`src/hw/wst_pkg.sv`:
```
// package: constants, types and lookups for the wake and bus timing block
`default_nettype none
package wst_pkg;
    localparam int CLK_HZ        = 100_000_000;
    localparam int CLK_NS        = 10;
    localparam int MS_CYC_DEF    = CLK_HZ / 1000;
    // wake pin pulse limits, in ms
    localparam logic [1:0] WK_MODE_WIN = 2'h3;
    localparam int WK_MAX0_MIN_MS = 750;
    localparam int WK_MAX0_MAX_MS = 950;
    localparam int WK_MAX1_MIN_MS = 1000;
    localparam int WK_MAX1_MAX_MS = 1250;
    localparam int WK_MAX2_MIN_MS = 1500;
    localparam int WK_MAX2_MAX_MS = 1875;
    localparam int WK_MAX3_MIN_MS = 2000;
    localparam int WK_MAX3_MAX_MS = 2500;
    localparam int WK_MIN_BASE_MS = 10;
    localparam int WK_REJ_BASE_MS = 5;
    // bus silence, sleep-wake-error, dominant timeout, in ms
    localparam int SIL_MIN_MS    = 600;
    localparam int SIL_MAX_MS    = 1200;
    localparam int SIL_MS        = (SIL_MIN_MS + SIL_MAX_MS) / 2;
    localparam int SWE_MIN_MS    = 225_000;
    localparam int SWE_MAX_MS    = 300_000;
    localparam int SWE_MS_DEF    = (SWE_MIN_MS + SWE_MAX_MS) / 2;
    localparam int DTO_MIN_MS    = 1;
    localparam int DTO_MAX_MS    = 5;
    localparam int DTO_MS        = (DTO_MIN_MS + DTO_MAX_MS) / 2;
    // short timings, time first, cycles derived
    localparam int TOG_NS        = 10_000;
    localparam int TOG_CYC       = TOG_NS / CLK_NS;
    localparam int BIAS_MAX_US   = 250;
    localparam int BIAS_US       = 20;
    localparam int BIAS_CYC      = BIAS_US * 1000 / CLK_NS;
    localparam int ACT_START_NS  = 120;
    localparam int ACT_START_CYC = ACT_START_NS / CLK_NS;
    localparam int ACT_END_NS    = 355;
    localparam int ACT_END_CYC   = (ACT_END_NS + CLK_NS - 1) / CLK_NS;
    localparam int PAS_START_NS  = 530;
    localparam int PAS_START_CYC = PAS_START_NS / CLK_NS;

    typedef struct packed {
        logic [1:0] wake_mode;
        logic [1:0] min_sel;
        logic [1:0] max_sel;
    } wst_cfg_t;

    typedef struct packed {
        logic wake_good;
        logic wake_bad;
        logic silence;
        logic swe_expired;
        logic dto;
        logic drv_dom;
        logic act_rec;
        logic pas_rec;
        logic rxd;
        logic bias_on;
    } wst_stat_t;

    typedef enum logic [2:0] {
        SIC_IDLE = 3'h1,
        SIC_ACT  = 3'h2,
        SIC_PAS  = 3'h4
    } wst_sic_t;

    function automatic logic [11:0] wk_min_ms(input logic [1:0] sel);
        wk_min_ms = 12'(WK_MIN_BASE_MS << sel);
    endfunction

    function automatic logic [11:0] wk_rej_ms(input logic [1:0] sel);
        wk_rej_ms = 12'(WK_REJ_BASE_MS << sel);
    endfunction

    function automatic logic [11:0] wk_max_ms(input logic [1:0] sel);
        case (sel)
            2'h0:    wk_max_ms = 12'((WK_MAX0_MIN_MS + WK_MAX0_MAX_MS) / 2);
            2'h1:    wk_max_ms = 12'((WK_MAX1_MIN_MS + WK_MAX1_MAX_MS) / 2);
            2'h2:    wk_max_ms = 12'((WK_MAX2_MIN_MS + WK_MAX2_MAX_MS) / 2);
            default: wk_max_ms = 12'((WK_MAX3_MIN_MS + WK_MAX3_MAX_MS) / 2);
        endcase
    endfunction
endpackage
`default_nettype wire

```
`src/hw/wst_timers.sv`:
```
// wake pin qualification, bus silence, sleep-wake-error, dominant timeout and sic timing
`default_nettype none
module wst_timers
    import wst_pkg::*;
#(
    parameter int MS_CYC = MS_CYC_DEF,
    parameter int SWE_MS = SWE_MS_DEF
) (
    input  wire logic      ref_clk,
    input  wire logic      rst_b,
    input  wire logic      wake_pin,
    input  wire logic      txd_in,
    input  wire logic      bus_rx,
    input  wire wst_cfg_t  cfg,
    input  wire logic      swe_run,
    input  wire logic      wup_ind,
    output wst_stat_t      stat
);

    typedef struct packed {
        logic [1:0]  wk_s;
        logic [1:0]  tx_s;
        logic [1:0]  bus_s;
        logic        wk_q;
        logic        tx_q;
        logic        bus_q;
        logic [16:0] pre;
        logic        tick;
        logic [11:0] wk_cnt;
        logic [10:0] sil_cnt;
        logic [18:0] swe_cnt;
        logic [2:0]  dto_cnt;
        logic [9:0]  tog_cnt;
        logic [10:0] bias_cnt;
        logic        bias_pend;
        logic [5:0]  sic_cnt;
        wst_sic_t    sic;
        wst_stat_t   st;
    } wst_state_t;

    // idle bus is recessive (high); bias is on out of power-up
    localparam wst_state_t ST_RST = '{
        tx_s:    2'h3,
        bus_s:   2'h3,
        tx_q:    1'b1,
        bus_q:   1'b1,
        sic:     SIC_IDLE,
        st:      '{rxd: 1'b1, bias_on: 1'b1, default: 1'b0},
        default: '0
    };

    wst_state_t st_r;
    wst_state_t st_nxt;

    logic wk;
    logic tx;
    logic bus;
    logic wk_rise;
    logic wk_fall;
    logic tx_rise;
    logic bus_edge;
    logic wk_long;
    logic wk_short;

    assign wk       = st_r.wk_s[1];
    assign tx       = st_r.tx_s[1];
    assign bus      = st_r.bus_s[1];
    assign wk_rise  = wk & ~st_r.wk_q;
    assign wk_fall  = ~wk & st_r.wk_q;
    assign tx_rise  = tx & ~st_r.tx_q;
    assign bus_edge = bus ^ st_r.bus_q;

    // window only counts in window mode
    assign wk_long  = (cfg.wake_mode == WK_MODE_WIN) &&
                      (st_r.wk_cnt > wk_max_ms(cfg.max_sel));
    // in-between band is treated as too short
    assign wk_short = (st_r.wk_cnt <= wk_rej_ms(cfg.min_sel)) ||
                      (st_r.wk_cnt < wk_min_ms(cfg.min_sel));

    always_comb begin
        st_nxt = st_r;

        // two-stage synchronisers, stage one read only by stage two
        st_nxt.wk_s  = {st_r.wk_s[0], wake_pin};
        st_nxt.tx_s  = {st_r.tx_s[0], txd_in};
        st_nxt.bus_s = {st_r.bus_s[0], bus_rx};
        st_nxt.wk_q  = wk;
        st_nxt.tx_q  = tx;
        st_nxt.bus_q = bus;

        // millisecond tick shared by all slow timers
        st_nxt.tick = (st_r.pre == 17'(MS_CYC - 1));
        if (st_nxt.tick) begin
            st_nxt.pre = '0;
        end else begin
            st_nxt.pre = st_r.pre + 17'h1;
        end

        // wake pin pulse width, tick resolution costs up to 1 ms
        st_nxt.st.wake_good = 1'b0;
        st_nxt.st.wake_bad  = 1'b0;
        if (wk_rise) begin
            st_nxt.wk_cnt = '0;
        end else if (wk && st_r.tick && st_r.wk_cnt != 12'hfff) begin
            st_nxt.wk_cnt = st_r.wk_cnt + 12'h1;
        end
        if (wk_fall) begin
            if (wk_short || wk_long) begin
                st_nxt.st.wake_bad = 1'b1;
            end else begin
                st_nxt.st.wake_good = 1'b1;
            end
        end

        // bus silence
        if (bus_edge) begin
            st_nxt.sil_cnt    = '0;
            st_nxt.st.silence = 1'b0;
        end else if (st_r.tick && !st_r.st.silence) begin
            if (st_r.sil_cnt == 11'(SIL_MS - 1)) begin
                st_nxt.st.silence = 1'b1;
                st_nxt.st.bias_on = 1'b0;
            end else begin
                st_nxt.sil_cnt = st_r.sil_cnt + 11'h1;
            end
        end

        // bias restore after a dominant start seen while unbiased
        if (!st_r.st.bias_on && !st_r.bias_pend && bus_edge && !bus) begin
            st_nxt.bias_pend = 1'b1;
            st_nxt.bias_cnt  = '0;
        end else if (st_r.bias_pend) begin
            if (st_r.bias_cnt == 11'(BIAS_CYC - 1)) begin
                st_nxt.bias_pend  = 1'b0;
                st_nxt.st.bias_on = 1'b1;
            end else begin
                st_nxt.bias_cnt = st_r.bias_cnt + 11'h1;
            end
        end

        // sleep-wake-error timer
        if (!swe_run) begin
            st_nxt.swe_cnt        = '0;
            st_nxt.st.swe_expired = 1'b0;
        end else if (st_r.tick && !st_r.st.swe_expired) begin
            if (st_r.swe_cnt == 19'(SWE_MS - 1)) begin
                st_nxt.st.swe_expired = 1'b1;
            end else begin
                st_nxt.swe_cnt = st_r.swe_cnt + 19'h1;
            end
        end

        // dominant timeout; first partial tick makes the span DTO_MS to DTO_MS+1 ms
        if (tx) begin
            st_nxt.dto_cnt = '0;
            st_nxt.st.dto  = 1'b0;
        end else if (st_r.tick && !st_r.st.dto) begin
            if (st_r.dto_cnt == 3'(DTO_MS)) begin
                st_nxt.st.dto = 1'b1;
            end else begin
                st_nxt.dto_cnt = st_r.dto_cnt + 3'h1;
            end
        end
        st_nxt.st.drv_dom = ~tx & ~st_nxt.st.dto;

        // receive output: follows bus, or toggles as wake indication
        if (!wup_ind) begin
            st_nxt.tog_cnt = '0;
            st_nxt.st.rxd  = bus;
        end else if (st_r.tog_cnt == 10'(TOG_CYC - 1)) begin
            st_nxt.tog_cnt = '0;
            st_nxt.st.rxd  = ~st_r.st.rxd;
        end else begin
            st_nxt.tog_cnt = st_r.tog_cnt + 10'h1;
        end

        // signal improvement phases; sync lag of 3 cycles sits inside the limits
        unique case (st_r.sic)
            SIC_IDLE: begin
                if (tx_rise) begin
                    st_nxt.sic     = SIC_ACT;
                    st_nxt.sic_cnt = '0;
                end
            end
            SIC_ACT: begin
                if (!tx) begin
                    st_nxt.sic = SIC_IDLE;
                end else if (st_r.sic_cnt == 6'(ACT_END_CYC - 1)) begin
                    st_nxt.sic = SIC_PAS;
                end else begin
                    st_nxt.sic_cnt = st_r.sic_cnt + 6'h1;
                end
            end
            SIC_PAS: begin
                if (!tx) begin
                    st_nxt.sic = SIC_IDLE;
                end
            end
            default: begin
                st_nxt.sic = SIC_IDLE;
            end
        endcase
        st_nxt.st.act_rec = (st_nxt.sic == SIC_ACT);
        st_nxt.st.pas_rec = (st_nxt.sic == SIC_PAS);
    end

    always_ff @(posedge ref_clk or negedge rst_b) begin
        if (!rst_b) begin
            st_r <= ST_RST;
        end else begin
            st_r <= st_nxt;
        end
    end

    assign stat = st_r.st;

endmodule
`default_nettype wire

```
`config.mk`:
```
export PLATFORM = sky130hd
export DESIGN_NAME = wst_timers
export DESIGN_NICKNAME = d
export VERILOG_FILES = /design/src/hw/wst_pkg.sv /design/src/hw/wst_timers.sv
export SDC_FILE = /design/constraint.sdc
export NUM_CORES = 1
export LEC_CHECK = 0
export BUFFER_PORTS_ARGS = -buffer_cell sky130_fd_sc_hd__buf_2
export CAP_MARGIN = 20
export CORE_MARGIN = 2
export CORE_UTILIZATION = 50
export CTS_CLUSTER_SIZE = 10
export DETAILED_ROUTE_END_ITERATION = 7
export GPL_ROUTABILITY_DRIVEN = 0
export PLACE_DENSITY = 0.67
export SETUP_SLACK_MARGIN = 0.4
export SYNTH_ARGS = -nofsm -noshare
export SYNTH_HDL_FRONTEND = slang
export SYNTH_SLANG_ARGS = --single-unit
```
`constraint.sdc`:
```
create_clock -name ref_clk -period 2.1 [get_ports ref_clk]
set_input_delay 0.42 -clock ref_clk [delete_from_list [all_inputs] [get_ports ref_clk]]
set_output_delay 0.42 -clock ref_clk [all_outputs]
set_load 0.01 [all_outputs]
```
## After elaboration in Yosys (flattened, before gate mapping)

Index checks and enable logic that the tools add are counted.

- Bits in registers: 113
- Input bits: 13
- Output and inout port bits: 10
- Word-level logic and storage cells: 155

- Add/sub/neg operators: 8
- Order comparisons: 3
- Eq/ne operators: 26
- Shifts and indexed selects: 2
- Multiplexer cells: 47
- Bitwise logic cells: 11
- Reduce and logical (&&, ||, !) cells: 31

Operators with widths:

| cell | number |
|---|---|
| 19-bit 2-to-1 mux | 3 |
| 12-bit 2-to-1 mux | 4 |
| 11-bit 2-to-1 mux | 4 |
| 12-bit case mux with 3 select lines | 1 |
| 11-bit by 1-bit adder with 11-bit output (second input constant) | 2 |
| 1-bit 2-to-1 mux | 20 |
| 10-bit 2-to-1 mux | 2 |
| 19-bit by 1-bit adder with 19-bit output (second input constant) | 1 |
| 19-bit equality test (second input constant) | 1 |
| 3-bit 2-to-1 mux | 6 |
| 17-bit by 1-bit adder with 17-bit output (second input constant) | 1 |
| 17-bit equality test (second input constant) | 1 |
| 17-bit 2-to-1 mux | 1 |
| 2-bit inequality test (second input constant) | 7 |
| 12-bit by 1-bit adder with 12-bit output (second input constant) | 1 |
| 12-bit greater-than comparator | 1 |
| 12-bit less-or-equal comparator | 1 |
| 12-bit less-than comparator | 1 |
| 6-bit 2-to-1 mux | 2 |
| 12-bit inequality test (second input constant) | 1 |
| 6-bit case mux with 2 select lines | 1 |
| 2-bit AND reduction | 6 |
| 2-bit nonzero test | 6 |
| 3-bit by 2-bit << shifter with 12-bit output (first input constant) | 1 |
| other kinds (25) | 53 |

## Logic depth before layout (Yosys ltp)

Gate-level depths: netlist of the first run.

- Word-level depth: 7
- Depth in mapped cells: 10
- Depth with buffers taken out: 10

## Worst setup path after synthesis of the first run

No wires, ideal clock.

- Path kind: input-to-reg
- From: input cfg[0] (netlist name)
- To: register st_r, in the netlist stat[9]
- Library setup time: 0.066 ns
- Arrival: 1.892 ns
- Required time: 2.034 ns
- Slack: 0.142 ns
- Stages: 9
- Path buffers: 0
- Cell sequence: inv_1 -> ha_1 -> inv_1 -> ha_1 -> nand4_1 -> o311ai_0 -> a31oi_1 -> a21oi_1 -> and3b_1

RTL lines:

| item | RTL line | source |
|---|---|---|
| start, declared | wst_timers.sv:14 | `input wire wst_cfg_t cfg,` |
| end signal, assigned | wst_timers.sv:211 | `st_r <= st_nxt;` |
| end, declared | wst_timers.sv:52 | `wst_state_t st_r;` |

==> out/metrics.csv, run 1 <==
stage,metric,value,unit
drt,routedWlPerCell,14.8,um
placement,port_buffers,22,
finish,instances_no_fill,825,
timing,slew_headroom,50.3,%
finish,fin_util,66.0,%
die,die_area,0.0128,mm^2
cts,cts_tree,built,
timing,finalHoldViolations,0,
yosys,netlist_instances,589,
timing,fmax,568,MHz
timing,setup_viol,0,
yosys,synthFlopType,dfrtp_1,
critical_path,worstPathArrival,2.07,ns
finish,syn_to_final_growth,27.6,%
hold_path,hp-class,input pin to flip-flop,
yosys,netlist_area,0.00596,mm^2
drt,firstDrtPassIters,6,
finish,layout_commonest_cell,dfrtp_1,
global_routing,antenna_found_initial,0,
yosys,ys_ff_latch,113,
yosys,yosysWarnings,0,
global_routing,grt_pass1_wl,20.4,mm
global_routing,grt_start_max_net_pins,63,
drt,dr.first_iter.drc_count,291,
job,cap_viol_max_count,0,
drt,via_per_inst,5.39,
yosys,postSynthAreaPerCell,10.1,um^2
cts,cts.sinks,113,
timing,fin_tns_setup,0,ns
cts,cts-root-buf,clkbuf_16,
critical_path,r2r-start,st_r[76],
cts,cts_buffer_depth,2,
finish,final_cell_mix,"dfrtp_1, nor2_1, buf_4",
placement,pre_cts_slack,-0.0911,ns
cts,clock_latency,0.42,ns
die,core,0.0115,mm^2
timing,maxSlewViolCount,0,
run_status,violations,design-rule violations,
run_status,status,"complete, but fails checks",
yosys,synth_nets,639,
critical_path,end_kind,flip-flop,
critical_path,critPathLaunchType,flip-flop,
placement,post-place-cells,742,
critical_path,critPathLaunch,st_r[76],
drt,drc,2,
hold_path,hp-start,txd_in,
yosys,synth_edf_count,0,
die,num_rows,39,
power,p_leak,0.00344,uW
yosys,synth_cell_types,55,
yosys,ys_seq_area_share,47.6,%
cts,htreeDepth,4,
cts,clk_pin_slew,0.06,ns
timing,fin_skew,0.00715,ns
finish,fill_cells,892,
global_routing,grt_pass1_vias,4451,
power,max-vdd-ir-drop,550,uV
finish,regArea,0.00285,mm^2
critical_path,critPathKind,flip-flop to flip-flop,
timing,setup_slack,0.340,ns
finish,nets,719,
global_routing,gr-total-overflow,0,
timing,rsz0062_at_grt,yes,
critical_path,cp.required,2.41,ns
finish,multi_input_area,0.00324,mm^2
power,p_per_area,767,mW/mm^2
die,die_w,113,um
die,die_h,113,um
yosys,synthArstFlopShare,100,%
global_routing,track_usage,20.0,%
drt,num_vias,4447,
timing,worst_pin_slew,0.744,ns
critical_path,critPathMaxFanout,5,
die,initial_utilization,51.7,%
placement,dpl.hpwl,7.68,mm
finish,drive_gt1_share,27.1,%
drt,postRouteAntennaNets,0,
timing,fin_crit,1.76,ns
timing,period_share,83.8,%
finish,n_antenna_cell,0,
drt,routed_wl,12.2,mm
cts,numCtsBuffers,17,
die,io_pins,23,
registers in the layout, summed over array words and instances (netlist names):
name / flops
bus: 1
st_r: 97
st_nxt: 5
stat: 10
Yosys cell counts, types with 4 or more instances:
library cell | instances | area (um^2)
nor2_1 | 70 | 263
mux2i_1 | 5 | 50.1
nand2_1 | 52 | 195
nand2b_1 | 7 | 43.8
clkbuf_1 | 6 | 22.5
a21oi_1 | 19 | 95.1
nand4b_1 | 4 | 35.0
nor3_1 | 8 | 40.0
ha_1 | 37 | 463
nor4_1 | 6 | 37.5
nand3_1 | 30 | 150
and2_1 | 23 | 144
dfstp_2 | 9 | 236
xnor2_1 | 34 | 298
dfrtp_1 | 104 | 2600
and3_1 | 13 | 81.3
o211ai_1 | 4 | 30.0
inv_1 | 23 | 86.3
nand4_1 | 18 | 113
xor2_1 | 33 | 289
nor2b_1 | 9 | 56.3
o21ai_0 | 14 | 70.1
and4_1 | 5 | 43.8
buf_4 | 10 | 75.1
timing repair:
action / in CTS / in global routing
setup buffers: 36 / 14
hold buffers: 1 / 0
setup endpoints to repair: 41 / 56
gates resized for setup: 31 / 30
pin swaps: 23 / 28
hold endpoints to repair: 26 / 0
cells by family (layout without fill, tap and decap cells):
logic type	Yosys count	after routing	synth area share (%)
muxes	6	6	1.03
AOI/OAI and AO/OA	57	57	6.99
xor gates and xnor gates	67	67	9.85
DFF	113	113	47.6
and+or+nand+nor	267	267	23.4
adders and majority gates	37	37	7.77
buffers and inverters	42	135	3.32
metrics by stage:
stage	total power, uW	area, um^2	hold slack, ns
after floorplan	2590	6050	0.124
after global placement	2710	6290	0.335
after detailed placement	2720	6290	0.337
after CTS	5840	7350	0.0790
after global routing	6060	7600	0.0828
final	5830	7600	0.0973
path summary, 6_finish.rpt:
| kind | slack, ns | cells after the start | to |
|---|---|---|---|
| min reg2reg | 0.35 | 0 | st_nxt[106] |
| min | 0.1 | 1 | st_nxt[110] |
| min in group asynchronous | 0.48 | 2 | st_r[78] |
| max reg2reg | 0.34 | 8 | stat[9] |
| max in group asynchronous | 0.91 | 3 | st_nxt[110] |
| max | 0.34 | 8 | stat[9] |
metal layers:
metal  GRT usage, %  up-vias  wire length, um
met1           25.6     2167             5600
li1               -     2204                -
met4           8.54        0              227
met5              0        -                0
met2           32.3       55             6040
met3           5.36       21              367
cell type report:
type                    instances  share of cell area, %
well taps                     143                   2.35
inverters                      23                   1.40
repair buffers                 80                   7.80
multi-input cells             434                   42.6
flip-flops and latches        113                   37.5
clock buffers                  17                   5.59
clock inverters                15                   2.75
report_power, final:
group          internal [uW]  switching, uW  total (uW)  leakage [uW]
sequential              2270           80.5        2350       0.00148
combinational            192            217         409       0.00166
clock                   2000           1080        3080      0.000300
worst max-delay path, stage by stage (launching register included):
cell,delay [ns]
dfrtp_2,0.45
buf_6,0.14
ha_4,0.26
nand3_1,0.09
o22ai_2,0.17
o21ai_1,0.08
a31oi_1,0.20
a21oi_2,0.07
and3b_1,0.18
No activity file was read; power rests on OpenSTA's default activity.
==> run 2, diff against run 1 <==
--- a/config.mk
+++ b/config.mk
@@ -12,7 +12,7 @@
 export CTS_CLUSTER_SIZE = 10
 export DETAILED_ROUTE_END_ITERATION = 7
 export GPL_ROUTABILITY_DRIVEN = 0
-export PLACE_DENSITY = 0.67
+export PLACE_DENSITY = 0.69
 export SETUP_SLACK_MARGIN = 0.4
 export SYNTH_ARGS = -nofsm -noshare
 export SYNTH_HDL_FRONTEND = slang
==> constraint.sdc (replaced) <==
create_clock -name ref_clk -period 1.6 [get_ports ref_clk]
set_input_delay 0.32 -clock ref_clk [delete_from_list [all_inputs] [get_ports ref_clk]]
set_output_delay 0.32 -clock ref_clk [all_outputs]
set_load 0.01 [all_outputs]
==> run 2 against run 1 <==
The run ends with design-rule violations, negative setup slack left. Critical path type unchanged. Total power grew 31%. Largest power group unchanged. Largest cell class unchanged. First-iteration DRC count shrank 10%. Global-route usage grew 4.0 points.
==> out/metrics.csv, run 2 (synthesized netlist as in run 1, its figures left out) <==
stage,metric,value,unit,change
cts,clock_latency,0.42,ns,about the same
timing,maxSlewViolCount,0,,unchanged
die,die_h,113,um,unchanged
critical_path,end_kind,flip-flop,,
finish,regMostFlops,st_r,,
placement,port_buffers,22,,unchanged
global_routing,track_usage,24.0,%,+4.0 points
timing,fin_crit,1.82,ns,+0.0606 ns
drt,routedWlPerCell,17.7,um,+19%
die,initial_utilization,51.7,%,unchanged
die,die_w,113,um,unchanged
critical_path,cpPeakStageDelay,0.43,ns,-0.02 ns
cts,cts_buffer_depth,2,,unchanged
timing,holdWs,0.0152,ns,-0.0821 ns
drt,via_per_inst,5.59,,+3.7%
power,p_leak,0.00423,uW,+23%
placement,dpl.hpwl,8.89,mm,+16%
die,die_area,0.0128,mm^2,unchanged
global_routing,grt_pass1_vias,5342,,+20%
critical_path,cpMaxStageDelayCell,dfrtp_2,,
timing,finalHoldViolations,0,,unchanged
drt,routed_wl,16.4,mm,+34%
critical_path,critPathLaunchType,flip-flop,,
critical_path,critPathMaxFanout,5,,unchanged
global_routing,gr-total-overflow,0,,unchanged
timing,rsz0062_at_grt,yes,,
cts,htreeDepth,4,,unchanged
die,num_rows,39,,unchanged
drt,num_vias,5185,,+17%
critical_path,cp.required,1.87,ns,-0.54 ns
timing,setup_viol,28,,+28
finish,layout_commonest_cell,buf_4,,
global_routing,antenna_found_initial,0,,unchanged
finish,syn_to_final_growth,54.0,%,
power,max-vdd-ir-drop,868,uV,+58%
finish,largest_register_ff_count,97,,unchanged
job,cap_viol_max_count,0,,unchanged
critical_path,path_common_cell,nand4_1,,
timing,slew_headroom,50.5,%,+0.21 points
drt,drc,2,,unchanged
cts,cts.sinks,113,,unchanged
timing,setup_slack,-0.220,ns,-0.561 ns
cts,clk_pin_slew,0.05,ns,about the same
run_status,status,"complete, but fails checks",,
critical_path,path_cells,"ha_1, nand4_1, o41ai_4, nor2_2, nand4_1, xor2_1, nor2_1",,
timing,fin_skew,0.00867,ns,+0.00152 ns
finish,instances_no_fill,928,,+12%
cts,numCtsBuffers,17,,unchanged
critical_path,worstPathArrival,2.09,ns,+0.02 ns
finish,nets,822,,+14%
finish,n_antenna_cell,0,,unchanged
critical_path,critPathKind,flip-flop to flip-flop,,
drt,dr.first_iter.drc_count,262,,-10%
placement,post-place-cells,826,,+11%
timing,fmax,549,MHz,-3.3%
cts,cts_tree,built,,
finish,final_cell_mix,"buf_4, dfrtp_1, nor2_1",,
timing,period_share,114,%,+30 points
timing,worst_pin_slew,0.740,ns,-0.00319 ns
cts,cts-root-buf,clkbuf_16,,
global_routing,grt_start_max_net_pins,36,,-43%
power,p_per_area,830,mW/mm^2,+8.2%
hold_path,hp-class,input pin to flip-flop,,
finish,drive_gt1_share,49.2,%,+22 points
run_status,violations,"design-rule violations, negative setup slack",,
drt,postRouteAntennaNets,0,,unchanged
die,core,0.0115,mm^2,unchanged
die,io_pins,23,,unchanged
global_routing,grt_pass1_wl,24.4,mm,+19%
drt,firstDrtPassIters,7,,+1
-- run 2: changes by cell type in the layout (fill, tap and decap cells not counted), moves of 9 or more --
cell and change:
buf_4 +60, buf_6 +42, nor2_1 -21, nor2_4 +18, nand2_1 -14, nand3_1 -13, xnor2_1 -13, xnor2_2 +13
nand3_2 +9
-- run 2: cell type report --
class | instances | area [um^2]
well taps | 143 | 179
inverters | 23 | 106
flip-flops and latches | 113 | 2860
clock buffers | 26 | 509
repair buffers | 182 | 1560
multi-input cells | 435 | 3890
clock inverters | 6 | 80.1
fillers | 641 | 2340
-- run 2: worst max-delay path, delay by kind of cell, from the launching register on --
family | cells | cell delay, ns
compound gates | 1 | 0.31
xor+xnor | 1 | 0.21
fa+ha+maj | 1 | 0.19
flops | 1 | 0.43
simple gates | 4 | 0.52
-- run 2: metrics by stage --
| stage | TNS, ns | power (uW) | utilization, % | cell area (um^2) | worst slack (ns) |
|---|---|---|---|---|---|
| 2_1_floorplan | -0.399 | 3430 | - | 6370 | -0.0742 |
| 3_3_place_gp | -1.83 | 3720 | 62.8 | 7230 | -0.352 |
| 3_5_place_dp | -2.48 | 3750 | 62.8 | 7230 | -0.442 |
| 4_1_cts | -1.34 | 7570 | 75.2 | 8660 | -0.149 |
| 5_1_grt | -5.91 | 7910 | 79.7 | 9180 | -0.322 |
| 6_report | -2.66 | 7620 | 79.7 | 9180 | -0.220 |
-- run 2: routing by layer --
metal,part of all wire [%],track usage (%),vias to the layer above
met4,3.7,11.4,0
met3,3.9,5.68,66
li1,-,-,2406
met2,51,41.4,138
met5,0,0,-
met1,41,28.2,2575
-- run 2: worst paths after layout --
check / from / slack, ns / endpoint / cells past startpoint
hold / removal: wake_pin / 0.02 / st_nxt[112] / 1
hold reg to reg: st_nxt[108] / 0.35 / bus / 0
setup reg to reg: st_r[75] / -0.22 / st_r[80] / 7
setup / recovery: st_r[75] / -0.22 / st_r[80] / 7
max in group asynchronous: rst_b / 0.61 / st_r[80] / 3
min in group asynchronous: rst_b / 0.38 / st_r[47] / 2
-- run 2: power breakdown --
part,total [uW],switching [uW],internal (uW)
logic,823,410,414
clock network,3740,1250,2480
registers,3060,80.7,2980
-- run 2: timing repair --
item / 4_1_cts / 5_1_grt
pin swaps: 63 / 42
gates resized for setup: 112 / 78
endpoints found under the hold margin: 27 / 0
hold buffers: 3 / 0
setup buffers: 45 / 21
endpoints found under the setup margin: 105 / 116
gates cloned: 1 / 0
==> run 3, diff against run 2 <==
--- a/config.mk
+++ b/config.mk
@@ -11,8 +11,7 @@
 export CORE_UTILIZATION = 50
 export CTS_CLUSTER_SIZE = 10
 export DETAILED_ROUTE_END_ITERATION = 7
-export GPL_ROUTABILITY_DRIVEN = 0
-export PLACE_DENSITY = 0.69
+export PLACE_DENSITY_LB_ADDON = 0.12
 export SETUP_SLACK_MARGIN = 0.4
 export SYNTH_ARGS = -nofsm -noshare
 export SYNTH_HDL_FRONTEND = slang
==> run 3 against run 2 <==
The flow still finishes with violations (design-rule violations, negative setup slack). Non-clock buffer count is 4 higher. Sequential power hardly changed. First-iteration DRC count is 15% higher. Die area stayed put. Final cell count is 0.43% higher. Worst setup slack worse by 0.00088 ns. Worst hold slack better by 0.0065 ns. Flip-flop and latch count stayed put. Total power is 3.3% lower. Highest routed layer unchanged. Maximum frequency hardly changed. Count of clock-buffer cells in the layout is 1 lower. Wire length is 7.2% lower.
==> out/metrics.csv, run 3 (synthesized netlist as in run 1, its figures left out) <==
stage,metric,value,unit,change
global_routing,grt_pass1_vias,5117,,-4.2%
placement,port_buffers,22,,unchanged
drt,firstDrtPassIters,6,,-1
die,die_h,113,um,unchanged
placement,dpl.hpwl,8.78,mm,-1.3%
drt,routedWlPerCell,16.4,um,-7.6%
die,die_area,0.0128,mm^2,unchanged
cts,clk_pin_slew,0.05,ns,about the same
critical_path,worstPathArrival,2.08,ns,about the same
critical_path,critPathMaxFanout,5,,unchanged
die,io_pins,23,,unchanged
global_routing,track_usage,23.6,%,-0.36 points
finish,n_antenna_cell,0,,unchanged
job,cap_viol_max_count,0,,unchanged
timing,fin_crit,1.82,ns,+0.000881 ns
placement,place.gp.congestion,0.849,,
critical_path,reg2regPathDepth,7,,unchanged
power,p_per_area,800,mW/mm^2,-3.7%
cts,clock_latency,0.41,ns,about the same
timing,worst_pin_slew,0.707,ns,-0.0339 ns
timing,setup_viol,34,,+21%
cts,cts.sinks,113,,unchanged
timing,period_share,114,%,about the same
die,die_w,113,um,unchanged
timing,fin_skew,0.00650,ns,-0.00217 ns
finish,final_cell_mix,"buf_4, dfrtp_1, nor2_1",,
cts,cts-root-buf,clkbuf_16,,
critical_path,critPathLaunchType,flip-flop,,
die,initial_utilization,51.7,%,unchanged
drt,num_vias,4947,,-4.6%
drt,via_per_inst,5.31,,-5.0%
global_routing,gr-total-overflow,0,,unchanged
run_status,status,"complete, but fails checks",,
power,p_leak,0.00428,uW,+1.4%
finish,fill_cells,625,,-2.5%
cts,htreeDepth,4,,unchanged
cts,cts_tree,built,,
global_routing,grt_start_max_net_pins,43,,+19%
critical_path,end_kind,flip-flop,,
timing,rsz0062_at_grt,yes,,
drt,routed_wl,15.2,mm,-7.2%
power,max-vdd-ir-drop,743,uV,-14%
global_routing,grt_pass1_wl,24.0,mm,-1.4%
hold_path,hp-class,input pin to flip-flop,,
cts,numCtsBuffers,17,,unchanged
die,core,0.0115,mm^2,unchanged
global_routing,antenna_found_initial,0,,unchanged
timing,finalHoldViolations,0,,unchanged
drt,drc,4,,+2
finish,largest_register_ff_count,97,,unchanged
run_status,violations,"design-rule violations, negative setup slack",,
drt,postRouteAntennaNets,0,,unchanged
timing,holdWs,0.0217,ns,+0.00649 ns
drt,dr.first_iter.drc_count,302,,+15%
finish,nets,826,,+0.49%
hold_path,hold_path_depth,1,,unchanged
timing,setup_slack,-0.221,ns,-0.000881 ns
cts,cts_buffer_depth,2,,unchanged
finish,syn_to_final_growth,54.6,%,
timing,maxSlewViolCount,0,,unchanged
finish,regMostFlops,st_r,,
timing,slew_headroom,52.8,%,+2.3 points
timing,fmax,549,MHz,about the same
finish,drive_gt1_share,49.4,%,+0.26 points
finish,fin_util,80.0,%,+0.27 points
finish,layout_commonest_cell,buf_4,,
die,num_rows,39,,unchanged
critical_path,critPathKind,flip-flop to flip-flop,,
critical_path,cp.required,1.86,ns,about the same
run 3: per-stage QoR:
step	total power, uW	setup WS (ns)	instance area [um^2]	cells	TNS [ns]
after CTS	7350	-0.205	8590	908	-1.71
after global routing	7660	-0.336	9210	932	-7.15
after detailed placement	3710	-0.463	7250	828	-3.20
after global placement	3680	-0.380	7250	828	-2.32
after floorplan	3430	-0.0742	6370	589	-0.399
final	7370	-0.221	9210	932	-3.43
run 3: timing repair:
| action | CTS | global route |
|---|---|---|
| gates cloned | 1 | 0 |
| hold endpoints to repair | 22 | 0 |
| gates resized for setup | 101 | 87 |
| hold buffers | 3 | 0 |
| pin swaps | 66 | 53 |
| setup buffers | 44 | 24 |
| setup endpoints to repair | 105 | 110 |
run 3: path summary, 6_finish.rpt:
kind,from,end,slack [ns]
max,st_r[79],st_r[80],-0.22
min,txd_in,st_nxt[110],0.02
max reg2reg,st_r[79],st_r[80],-0.22
min reg2reg,st_nxt[112],st_nxt[106],0.35
max in group asynchronous,rst_b,stat[1],0.65
min in group asynchronous,rst_b,st_r[46],0.35
run 3: final cells by class:
type / instances / area [um^2] / area share, %
sequential: 113 / 2850 / 30.9
tap: 143 / 179 / 1.94
inverter: 23 / 106 / 1.15
timing repair buffer: 186 / 1570 / 17.0
clock buffer: 25 / 485 / 5.27
clock inverter: 7 / 60.1 / 0.652
multi-input combinational: 435 / 3960 / 43.0
run 3: layer usage:
| layer | wire [um] | global-route usage, % | vias to the layer above |
|---|---|---|---|
| li1 | - | - | 2401 |
| met1 | 6410 | 28.9 | 2430 |
| met2 | 8010 | 41.0 | 85 |
| met3 | 463 | 5.30 | 31 |
| met4 | 371 | 8.62 | 0 |
| met5 | 0 | 0 | - |
run 3: worst max-delay path, cell delays in order, from the launching register on:
cell and delay [ns]:
dfrtp_2 0.43, buf_4 0.13, nand4_1 0.21, o41ai_4 0.48, nor2_4 0.10, nand4_1 0.12
xor2_1 0.15, nor2_1 0.06
run 3: power by group:
group	leakage, uW	total, uW	internal [uW]	switching [uW]
Combinational	0.00252	783	394	389
Clock	0.000275	3490	2240	1260
Sequential	0.00149	3090	2980	113
Total	0.00428	7370	5610	1760
